--- src/hdl/cso_pkg.sv ---
// constants, codes and carrier types for the command source override block
package cso_pkg;

    // ****************************************
    // widths
    // ****************************************
    localparam int CSO_PINS   = 5;
    localparam int CSO_FREQ_W = 16;
    localparam int CSO_CODE_W = 8;

    // ****************************************
    // register byte offsets
    // ****************************************
    localparam logic [7:0] OFS_SRC_CFG   = 8'h00;
    localparam logic [7:0] OFS_OFFSET    = 8'h04;
    localparam logic [7:0] OFS_ASSIGN_LO = 8'h08;
    localparam logic [7:0] OFS_ASSIGN_HI = 8'h0c;
    localparam logic [7:0] OFS_STATUS    = 8'h10;
    localparam logic [7:0] OFS_SETPOINT  = 8'h14;

    // ****************************************
    // field positions
    // ****************************************
    localparam int FLD_FREQ_SRC_LSB = 0;
    localparam int FLD_RUN_SRC_LSB  = 8;
    localparam int FLD_OFFSET_LSB   = 0;
    localparam int FLD_SIGN_BIT     = 16;
    localparam int FLD_ST_FREQ_LSB  = 0;
    localparam int FLD_ST_RUN_LSB   = 8;
    localparam int FLD_ST_KEYPAD    = 16;
    localparam int FLD_ST_TERMINAL  = 17;
    localparam int FLD_ST_OFFSET    = 18;
    localparam int FLD_ST_PENDING   = 19;
    localparam int FLD_ST_RUN       = 20;
    localparam int FLD_ST_PINS_LSB  = 24;

    // ****************************************
    // input function codes and source codes
    // ****************************************
    localparam logic [7:0] FUNC_KEYPAD_FORCE   = 8'h1f;
    localparam logic [7:0] FUNC_OFFSET_ENABLE  = 8'h32;
    localparam logic [7:0] FUNC_TERMINAL_FORCE = 8'h33;
    localparam logic [7:0] FSRC_POT      = 8'h00;
    localparam logic [7:0] FSRC_TERMINAL = 8'h01;
    localparam logic [7:0] FSRC_OPERATOR = 8'h02;
    localparam logic [7:0] FSRC_NETWORK  = 8'h03;
    localparam logic [7:0] FSRC_CALC     = 8'h0a;
    localparam logic [7:0] RSRC_TERMINAL = 8'h01;
    localparam logic [7:0] RSRC_OPERATOR = 8'h02;
    localparam logic [7:0] RSRC_NETWORK  = 8'h03;

    // ****************************************
    // reset values and setpoint limit
    // ****************************************
    localparam logic [7:0]  RST_FREQ_SRC = 8'h01;
    localparam logic [7:0]  RST_RUN_SRC  = 8'h01;
    localparam logic [15:0] RST_OFFSET   = 16'h0000;
    localparam logic        RST_SIGN     = 1'b0;
    localparam logic [7:0]  RST_ASSIGN   = 8'h00;
    localparam logic [15:0] FREQ_MAX     = 16'hffff;

    // ****************************************
    // types
    // ****************************************
    typedef struct packed {
        logic [15:0] pot;
        logic [15:0] terminal;
        logic [15:0] operator;
        logic [15:0] network;
        logic [15:0] calc;
    } cso_freq_src_type;

    typedef struct packed {
        logic terminal;
        logic operator;
        logic network;
    } cso_run_src_type;

    typedef enum logic [2:0] {
        MODE_NORMAL   = 3'b001,
        MODE_KEYPAD   = 3'b010,
        MODE_TERMINAL = 3'b100
    } cso_mode_type;

    typedef enum logic [1:0] {
        ST_IDLE = 2'b01,
        ST_STOP = 2'b10
    } cso_state_type;

endpackage

--- src/hdl/cso_sync.sv ---
// two-stage synchroniser for the terminal input pins
`timescale 1ns/1ns
module cso_sync
    import cso_pkg::*;
(
    input  wire logic                clock,
    input  wire logic                resetn,
    input  wire logic [CSO_PINS-1:0] pin_in,
    output logic      [CSO_PINS-1:0] pin_sync
);

    logic [CSO_PINS-1:0] stage1_reg;

    always_ff @(posedge clock) begin
        if (!resetn) begin
            stage1_reg <= '0;
            pin_sync   <= '0;
        end else begin
            stage1_reg <= pin_in;
            pin_sync   <= stage1_reg;
        end
    end

endmodule // cso_sync

--- src/hdl/cso_top.sv ---
// command source override: source select, forcing, offset, register slave
`timescale 1ns/1ns
module cso_top
    import cso_pkg::*;
(
    input  wire logic                  clock,
    input  wire logic                  resetn,
    input  wire logic [7:0]            avs_address,
    input  wire logic                  avs_read,
    input  wire logic                  avs_write,
    input  wire logic [31:0]           avs_writedata,
    output logic      [31:0]           avs_readdata,
    output logic                       avs_waitrequest,
    input  wire logic [CSO_PINS-1:0]   term_pin_in,
    input  cso_freq_src_type           freq_src_in,
    input  cso_run_src_type            run_src_in,
    input  wire logic                  motor_running,
    output logic                       run_cmd_out,
    output logic      [CSO_FREQ_W-1:0] freq_setpoint_out
);

    // ****************************************
    // functions
    // ****************************************
    function automatic logic has_func(
        input logic [CSO_PINS-1:0][7:0] asg,
        input logic [CSO_PINS-1:0]      pins,
        input logic [7:0]               code
    );
        logic hit;
        hit = 1'b0;
        for (int i = 0; i < CSO_PINS; i++) begin
            if (pins[i] && asg[i] == code) begin
                hit = 1'b1;
            end
        end
        return hit;
    endfunction

    function automatic logic [15:0] freq_select(
        input logic [7:0]       code,
        input cso_freq_src_type src
    );
        logic [15:0] f;
        case (code)
            FSRC_POT:      f = src.pot;
            FSRC_TERMINAL: f = src.terminal;
            FSRC_OPERATOR: f = src.operator;
            FSRC_NETWORK:  f = src.network;
            FSRC_CALC:     f = src.calc;
            default:       f = 16'h0000;
        endcase
        return f;
    endfunction

    function automatic logic run_select(
        input logic [7:0]      code,
        input cso_run_src_type src
    );
        logic r;
        case (code)
            RSRC_TERMINAL: r = src.terminal;
            RSRC_OPERATOR: r = src.operator;
            RSRC_NETWORK:  r = src.network;
            default:       r = 1'b0;
        endcase
        return r;
    endfunction

    function automatic logic [15:0] apply_offset(
        input logic [15:0] base,
        input logic [15:0] off,
        input logic        sub
    );
        logic [16:0] sum;
        logic [15:0] res;
        sum = {1'b0, base} + {1'b0, off};
        if (sub) begin
            res = (base >= off) ? 16'(base - off) : 16'h0000;
        end else begin
            res = sum[16] ? FREQ_MAX : sum[15:0];
        end
        return res;
    endfunction

    // ****************************************
    // declarations
    // ****************************************
    logic [CSO_PINS-1:0]      pins_sync;
    logic [7:0]               freq_src_cfg_reg;
    logic [7:0]               run_src_cfg_reg;
    logic [15:0]              offset_val_reg;
    logic                     offset_sub_reg;
    logic [CSO_PINS-1:0][7:0] assign_reg;
    logic                     ack_reg;
    cso_mode_type             applied_mode_reg;
    cso_mode_type             req_mode;
    cso_state_type            state_reg;
    logic                     keypad_force;
    logic                     terminal_force;
    logic                     offset_en;
    logic [7:0]               eff_freq_src;
    logic [7:0]               eff_run_src;
    logic [15:0]              sel_freq;
    logic                     sel_run;
    logic                     mismatch;
    logic                     run_cmd_next;
    logic [15:0]              freq_next;
    logic [31:0]              status_word;
    logic [31:0]              read_word;

    cso_sync u_sync (
        .clock    (clock),
        .resetn   (resetn),
        .pin_in   (term_pin_in),
        .pin_sync (pins_sync)
    );

    // ****************************************
    // input function decode
    // ****************************************
    assign keypad_force   = has_func(assign_reg, pins_sync, FUNC_KEYPAD_FORCE);
    assign terminal_force = has_func(assign_reg, pins_sync,
                                     FUNC_TERMINAL_FORCE);
    assign offset_en      = has_func(assign_reg, pins_sync, FUNC_OFFSET_ENABLE);

    assign req_mode = keypad_force   ? MODE_KEYPAD :
                      terminal_force ? MODE_TERMINAL : MODE_NORMAL;

    // ****************************************
    // effective sources
    // ****************************************
    // forced or configured codes
    always_comb begin
        unique case (applied_mode_reg)
            MODE_KEYPAD: begin
                eff_freq_src = FSRC_OPERATOR;
                eff_run_src  = RSRC_OPERATOR;
            end
            MODE_TERMINAL: begin
                eff_freq_src = FSRC_TERMINAL;
                eff_run_src  = RSRC_TERMINAL;
            end
            MODE_NORMAL: begin
                eff_freq_src = freq_src_cfg_reg;
                eff_run_src  = run_src_cfg_reg;
            end
            default: begin
                eff_freq_src = freq_src_cfg_reg;
                eff_run_src  = run_src_cfg_reg;
            end
        endcase
    end

    assign sel_freq = freq_select(eff_freq_src, freq_src_in);
    assign sel_run  = run_select(eff_run_src, run_src_in);
    assign mismatch = (req_mode != applied_mode_reg);

    // ****************************************
    // source switch sequencing
    // ****************************************
    // hold old source until the motor stops
    always_ff @(posedge clock) begin
        if (!resetn) begin
            state_reg        <= ST_IDLE;
            applied_mode_reg <= MODE_NORMAL;
        end else begin
            unique case (state_reg)
                ST_IDLE: begin
                    if (mismatch && motor_running) begin
                        state_reg <= ST_STOP;
                    end else if (mismatch) begin
                        applied_mode_reg <= req_mode;
                    end
                end
                ST_STOP: begin
                    if (!motor_running) begin
                        applied_mode_reg <= req_mode;
                        state_reg        <= ST_IDLE;
                    end
                end
                default: state_reg <= ST_IDLE;
            endcase
        end
    end

    // run withheld while a switch is due
    assign run_cmd_next = (state_reg == ST_IDLE) && !mismatch && sel_run;

    assign freq_next = offset_en ?
                       apply_offset(sel_freq, offset_val_reg, offset_sub_reg) :
                       sel_freq;

    always_ff @(posedge clock) begin
        if (!resetn) begin
            run_cmd_out       <= 1'b0;
            freq_setpoint_out <= 16'h0000;
        end else begin
            run_cmd_out       <= run_cmd_next;
            freq_setpoint_out <= freq_next;
        end
    end

    // ****************************************
    // register slave
    // ****************************************
    assign avs_waitrequest = (avs_read || avs_write) && !ack_reg;

    always_ff @(posedge clock) begin
        if (!resetn) begin
            ack_reg <= 1'b0;
        end else begin
            ack_reg <= (avs_read || avs_write) && !ack_reg;
        end
    end

    always_ff @(posedge clock) begin
        if (!resetn) begin
            freq_src_cfg_reg <= RST_FREQ_SRC;
            run_src_cfg_reg  <= RST_RUN_SRC;
            offset_val_reg   <= RST_OFFSET;
            offset_sub_reg   <= RST_SIGN;
            assign_reg       <= {CSO_PINS{RST_ASSIGN}};
        end else if (avs_write && ack_reg) begin
            case (avs_address)
                OFS_SRC_CFG: begin
                    freq_src_cfg_reg <= avs_writedata[FLD_FREQ_SRC_LSB +: 8];
                    run_src_cfg_reg  <= avs_writedata[FLD_RUN_SRC_LSB +: 8];
                end
                OFS_OFFSET: begin
                    offset_val_reg <= avs_writedata[FLD_OFFSET_LSB +: 16];
                    offset_sub_reg <= avs_writedata[FLD_SIGN_BIT];
                end
                OFS_ASSIGN_LO: begin
                    assign_reg[3:0] <= avs_writedata;
                end
                OFS_ASSIGN_HI: begin
                    assign_reg[4] <= avs_writedata[7:0];
                end
                default: begin
                end
            endcase
        end
    end

    always_comb begin
        status_word = 32'h0000_0000;
        status_word[FLD_ST_FREQ_LSB +: 8]        = eff_freq_src;
        status_word[FLD_ST_RUN_LSB +: 8]         = eff_run_src;
        status_word[FLD_ST_KEYPAD]               = keypad_force;
        status_word[FLD_ST_TERMINAL]             = terminal_force;
        status_word[FLD_ST_OFFSET]               = offset_en;
        status_word[FLD_ST_PENDING]              = mismatch;
        status_word[FLD_ST_RUN]                  = run_cmd_out;
        status_word[FLD_ST_PINS_LSB +: CSO_PINS] = pins_sync;
    end

    always_comb begin
        case (avs_address)
            OFS_SRC_CFG:   read_word = {16'h0000, run_src_cfg_reg,
                                        freq_src_cfg_reg};
            OFS_OFFSET:    read_word = {15'h0000, offset_sub_reg,
                                        offset_val_reg};
            OFS_ASSIGN_LO: read_word = assign_reg[3:0];
            OFS_ASSIGN_HI: read_word = {24'h000000, assign_reg[4]};
            OFS_STATUS:    read_word = status_word;
            OFS_SETPOINT:  read_word = {16'h0000, freq_setpoint_out};
            default:       read_word = 32'h0000_0000;
        endcase
    end

    always_ff @(posedge clock) begin
        if (!resetn) begin
            avs_readdata <= 32'h0000_0000;
        end else if (avs_read && !ack_reg) begin
            avs_readdata <= read_word;
        end
    end
endmodule // cso_top

--- config.mk ---
export PLATFORM = sky130hd
export DESIGN_NAME = cso_top
export DESIGN_NICKNAME = d
export VERILOG_FILES = /design/src/hdl/cso_pkg.sv /design/src/hdl/cso_sync.sv /design/src/hdl/cso_top.sv
export SDC_FILE = /design/constraint.sdc
export NUM_CORES = 1
export LEC_CHECK = 0
export BUFFER_PORTS_ARGS = -buffer_cell sky130_fd_sc_hd__buf_2
export CORE_ASPECT_RATIO = 1.25
export CORE_UTILIZATION = 45
export DETAILED_ROUTE_END_ITERATION = 8
export GPL_TIMING_DRIVEN = 0
export MAX_ROUTING_LAYER = met4
export PLACE_DENSITY = 0.78
export SKIP_LAST_GASP = 1
export SLEW_MARGIN = 10
export SYNTH_ARGS = -nofsm -noshare
export SYNTH_HDL_FRONTEND = slang
export SYNTH_SLANG_ARGS = --single-unit
--- constraint.sdc ---
create_clock -name clock -period 7 [get_ports clock]
set_input_delay 1.05 -clock clock [delete_from_list [all_inputs] [get_ports clock]]
set_output_delay 1.05 -clock clock [all_outputs]
set_load 0.05 [all_outputs]
==> flow_summary.json <==
{
  "ys_seq_area_share_pct": 33.5,
  "syn_area_per_cell_um2": 7.93,
  "cts_resized": 0,
  "regArea_mm2": 0.00276,
  "holdPathStages": 1,
  "vias": 8687,
  "cts_setup_buffers": 0,
  "multi_input_area_mm2": 0.00506,
  "critPathKind": "reg2reg",
  "clk_latency_ns": 0.43,
  "synth.distinct_cells": 84,
  "grt_pass1_vias": 8330,
  "syn_to_final_growth_pct": 22.4,
  "drive_gt1_share_pct": 20.5,
  "cp-end-kind": "register",
  "max_cap_viol_count": 0,
  "avgViaCountPerCell": 5.87,
  "drt-pass1-iter-count": 6,
  "worst_pin_slew_ns": 0.867,
  "yosys_warnings": 0,
  "p_per_area_mw_per_mm2": 199,
  "cts_tree": "yes",
  "initial_utilization_pct": 45.8,
  "drt_wl_total_um": 28100,
  "placed_area_mm2": 0.00944,
  "slew_headroom_pct": 41.9,
  "root_buffer": "clkbuf_16",
  "fill_cells": 1695,
  "antenna_left": 0,
  "power.leakage_nw": 4.09,
  "whs_ns": 0.431,
  "slowest_delay_ns": 0.42,
  "postLayoutCellArea_mm2": 0.0101,
  "r2r_cells": 22,
  "core_mm2": 0.0180,
  "ys_seq_elements": 138,
  "io_pins": 183,
  "wl_per_cell_um": 19.0,
  "timing.fmax_ghz": 0.198,
  "num_rows": 55,
  "cp.arrival_ns": 5.36,
  "ctsHoldBuffers": 0,
  "largest_reg_flops": 40,
  "cts_htree_levels": 4,
  "grt_max_degree": 17,
  "drt_iter0_drc": 896,
  "drv_slew": 0,
  "cp_cell_sequence": "buf_2, xnor2_1, nor2_1, nor4_1, and3_1, clkbuf_1, a222oi_1, nand2_1, a21oi_1, inv_1, ha_1, fa_1, nand2b_1, a2111oi_4, nor3_4, o2bb2ai_1, or4_1, a32o_1, nor2_4, buf_4, nand3_1, o211a_1",
  "path_clk_slew_ns": 0.06,
  "syn_inst": 1040,
  "fin_nets": 1411,
  "port_buffers": 181,
  "clock_skew_ns": 0.00932,
  "routabilityCongestion": 0.983,
  "required_ns": 7.32,
  "clkSinkCount": 138,
  "cts-buffers-inserted": 17,
  "synth_edf_count": 0,
  "ys.flop_type": "dfxtp_1",
  "grt_util_all_layers_pct": 30.8,
  "ir_drop_mv": 0.128,
  "worst-path-max-fanout": 10,
  "finalCritPeriodShare_pct": 72.1,
  "hold_path_class": "reg2reg",
  "route.detailed.drc": 0,
  "startpoint_type": "register",
  "cts.path.max_buffers": 2,
  "grt_pass1_wl_um": 43000,
  "setup_violations": 0,
  "slowest_stage": "fa_1",
  "synth_area_mm2": 0.00825,
  "fin_crit_ns": 5.04,
  "die-area_mm2": 0.0189,
  "antenna_found_initial": 0,
  "ys_async_sr_fraction_pct": 0,
  "n_antenna_cell": 0,
  "status": "completed",
  "die_w_um": 123,
  "dieHeight_um": 153,
  "rsz0062_at_grt": "no",
  "syn_nets": 1211,
  "tns_ns": 0,
  "hold_viol": 0,
  "overflow": 0,
  "post-dp-hpwl_um": 22000
}
-- cell usage in the layout (no fill, tap or decap), types with 16 or more instances in the layout --
cell	n
clkbuf_1	48
a21oi_1	45
buf_2	197
and2_1	28
clkbuf_16	17
a21boi_0	72
nor2_1	50
dfxtp_1	138
nand3_1	23
a22oi_1	33
ha_1	36
a222oi_1	19
xnor2_1	18
nor2b_1	27
o21ai_0	53
nand2_1	207
inv_1	32
nor3_1	16
-- stage by stage --
step	utilization (%)	total power, mW	setup WS [ns]	std cells
after floorplan	-	0.942	2.86	1040
after global placement	52.4	1.03	2.06	1449
after detailed placement	52.4	1.03	2.04	1449
after CTS	56.0	2.01	2.02	1481
after global routing	56.0	2.06	1.73	1481
final	56.0	2.01	1.96	1481
-- per-layer routing --
metal	part of all wire, %	track usage [%]	vias up
met3	8.4	5.45	115
met1	38	33.7	3966
met2	48	51.4	510
li1	-	-	4096
met4	6.1	18.6	0
met5	0	-	-
-- power breakdown --
group          leakage (nW)  switching (mW)  total [mW]  internal, mW
logic                  2.66           0.131       0.211        0.0804
registers              1.12         0.00929       0.806         0.797
clock network         0.313           0.344       0.994         0.650
-- cell usage after synthesis (3+ instances only) --
master,count,area share [%]
a211oi_1,4,0.36
a21boi_0,72,6.6
a21oi_1,45,2.7
a221o_1,6,0.73
a221oi_1,9,0.96
a222oi_1,19,2.3
a22oi_1,33,3.0
a31oi_1,7,0.53
and2_1,28,2.1
and3_1,6,0.46
buf_1,3,0.14
buf_2,16,0.97
buf_4,4,0.36
clkbuf_1,46,2.1
dfxtp_1,138,33
ha_1,36,5.5
inv_1,32,1.5
inv_2,3,0.14
mux2i_1,10,1.2
nand2_1,207,9.4
nand2b_1,6,0.46
nand3_1,23,1.4
nand4_1,3,0.23
nand4b_1,10,1.1
nor2_1,50,2.3
nor2b_1,27,2.0
nor3_1,16,0.97
nor3_2,3,0.36
nor4_1,4,0.30
o211a_1,7,0.85
o211ai_1,10,0.91
o21a_1,4,0.36
o21ai_0,53,3.2
o21bai_1,7,0.64
o31ai_1,4,0.36
or3_1,6,0.46
xnor2_1,18,1.9
xor2_1,7,0.74
-- worst paths after layout --
kind	slack (ns)	from	end
worst min register to register	0.43	u_sync.stage1_reg[3]	u_sync.pin_sync[3]
worst max register to register	1.96	applied_mode_reg[1]	freq_setpoint_out[15]
worst min-delay path	0.43	u_sync.stage1_reg[3]	u_sync.pin_sync[3]
worst max-delay path	1.96	applied_mode_reg[1]	freq_setpoint_out[15]
-- area by class of cell --
| cell class | count | area share [%] |
|---|---|---|
| clock buffers | 21 | 4.56 |
| inverters | 36 | 1.34 |
| repair buffers | 181 | 8.97 |
| clock inverters | 11 | 1.91 |
| multi-input cells | 797 | 50.1 |
| plain buffers | 69 | 2.91 |
| well taps | 228 | 2.83 |
| flip-flops and latches | 138 | 27.4 |
-- worst max-delay path: cells and delay by family, from the launching register on --
family | cells | cell delay, ns
buffers and inverters | 4 | 0.74
and+or+nand+nor | 9 | 1.90
adders and majority gates | 2 | 0.64
AOI/OAI and AO/OA | 6 | 1.24
xor gates and xnor gates | 1 | 0.10
DFF | 1 | 0.30
-- kinds of logic (layout without fill, tap and decap cells) --
logic type                 Yosys count  count (layout)  synth area share (%)
and+or+nand+nor                    414             414                  24.3
AOI/OAI and AO/OA                  308             308                  26.9
DFF                                138             138                  33.5
buffers and inverters              105             318                  5.20
adders and majority gates           38              38                  5.94
xor gates and xnor gates            25              25                  2.65
muxes                               12              12                  1.53
(Power assumes the default switching activity.)
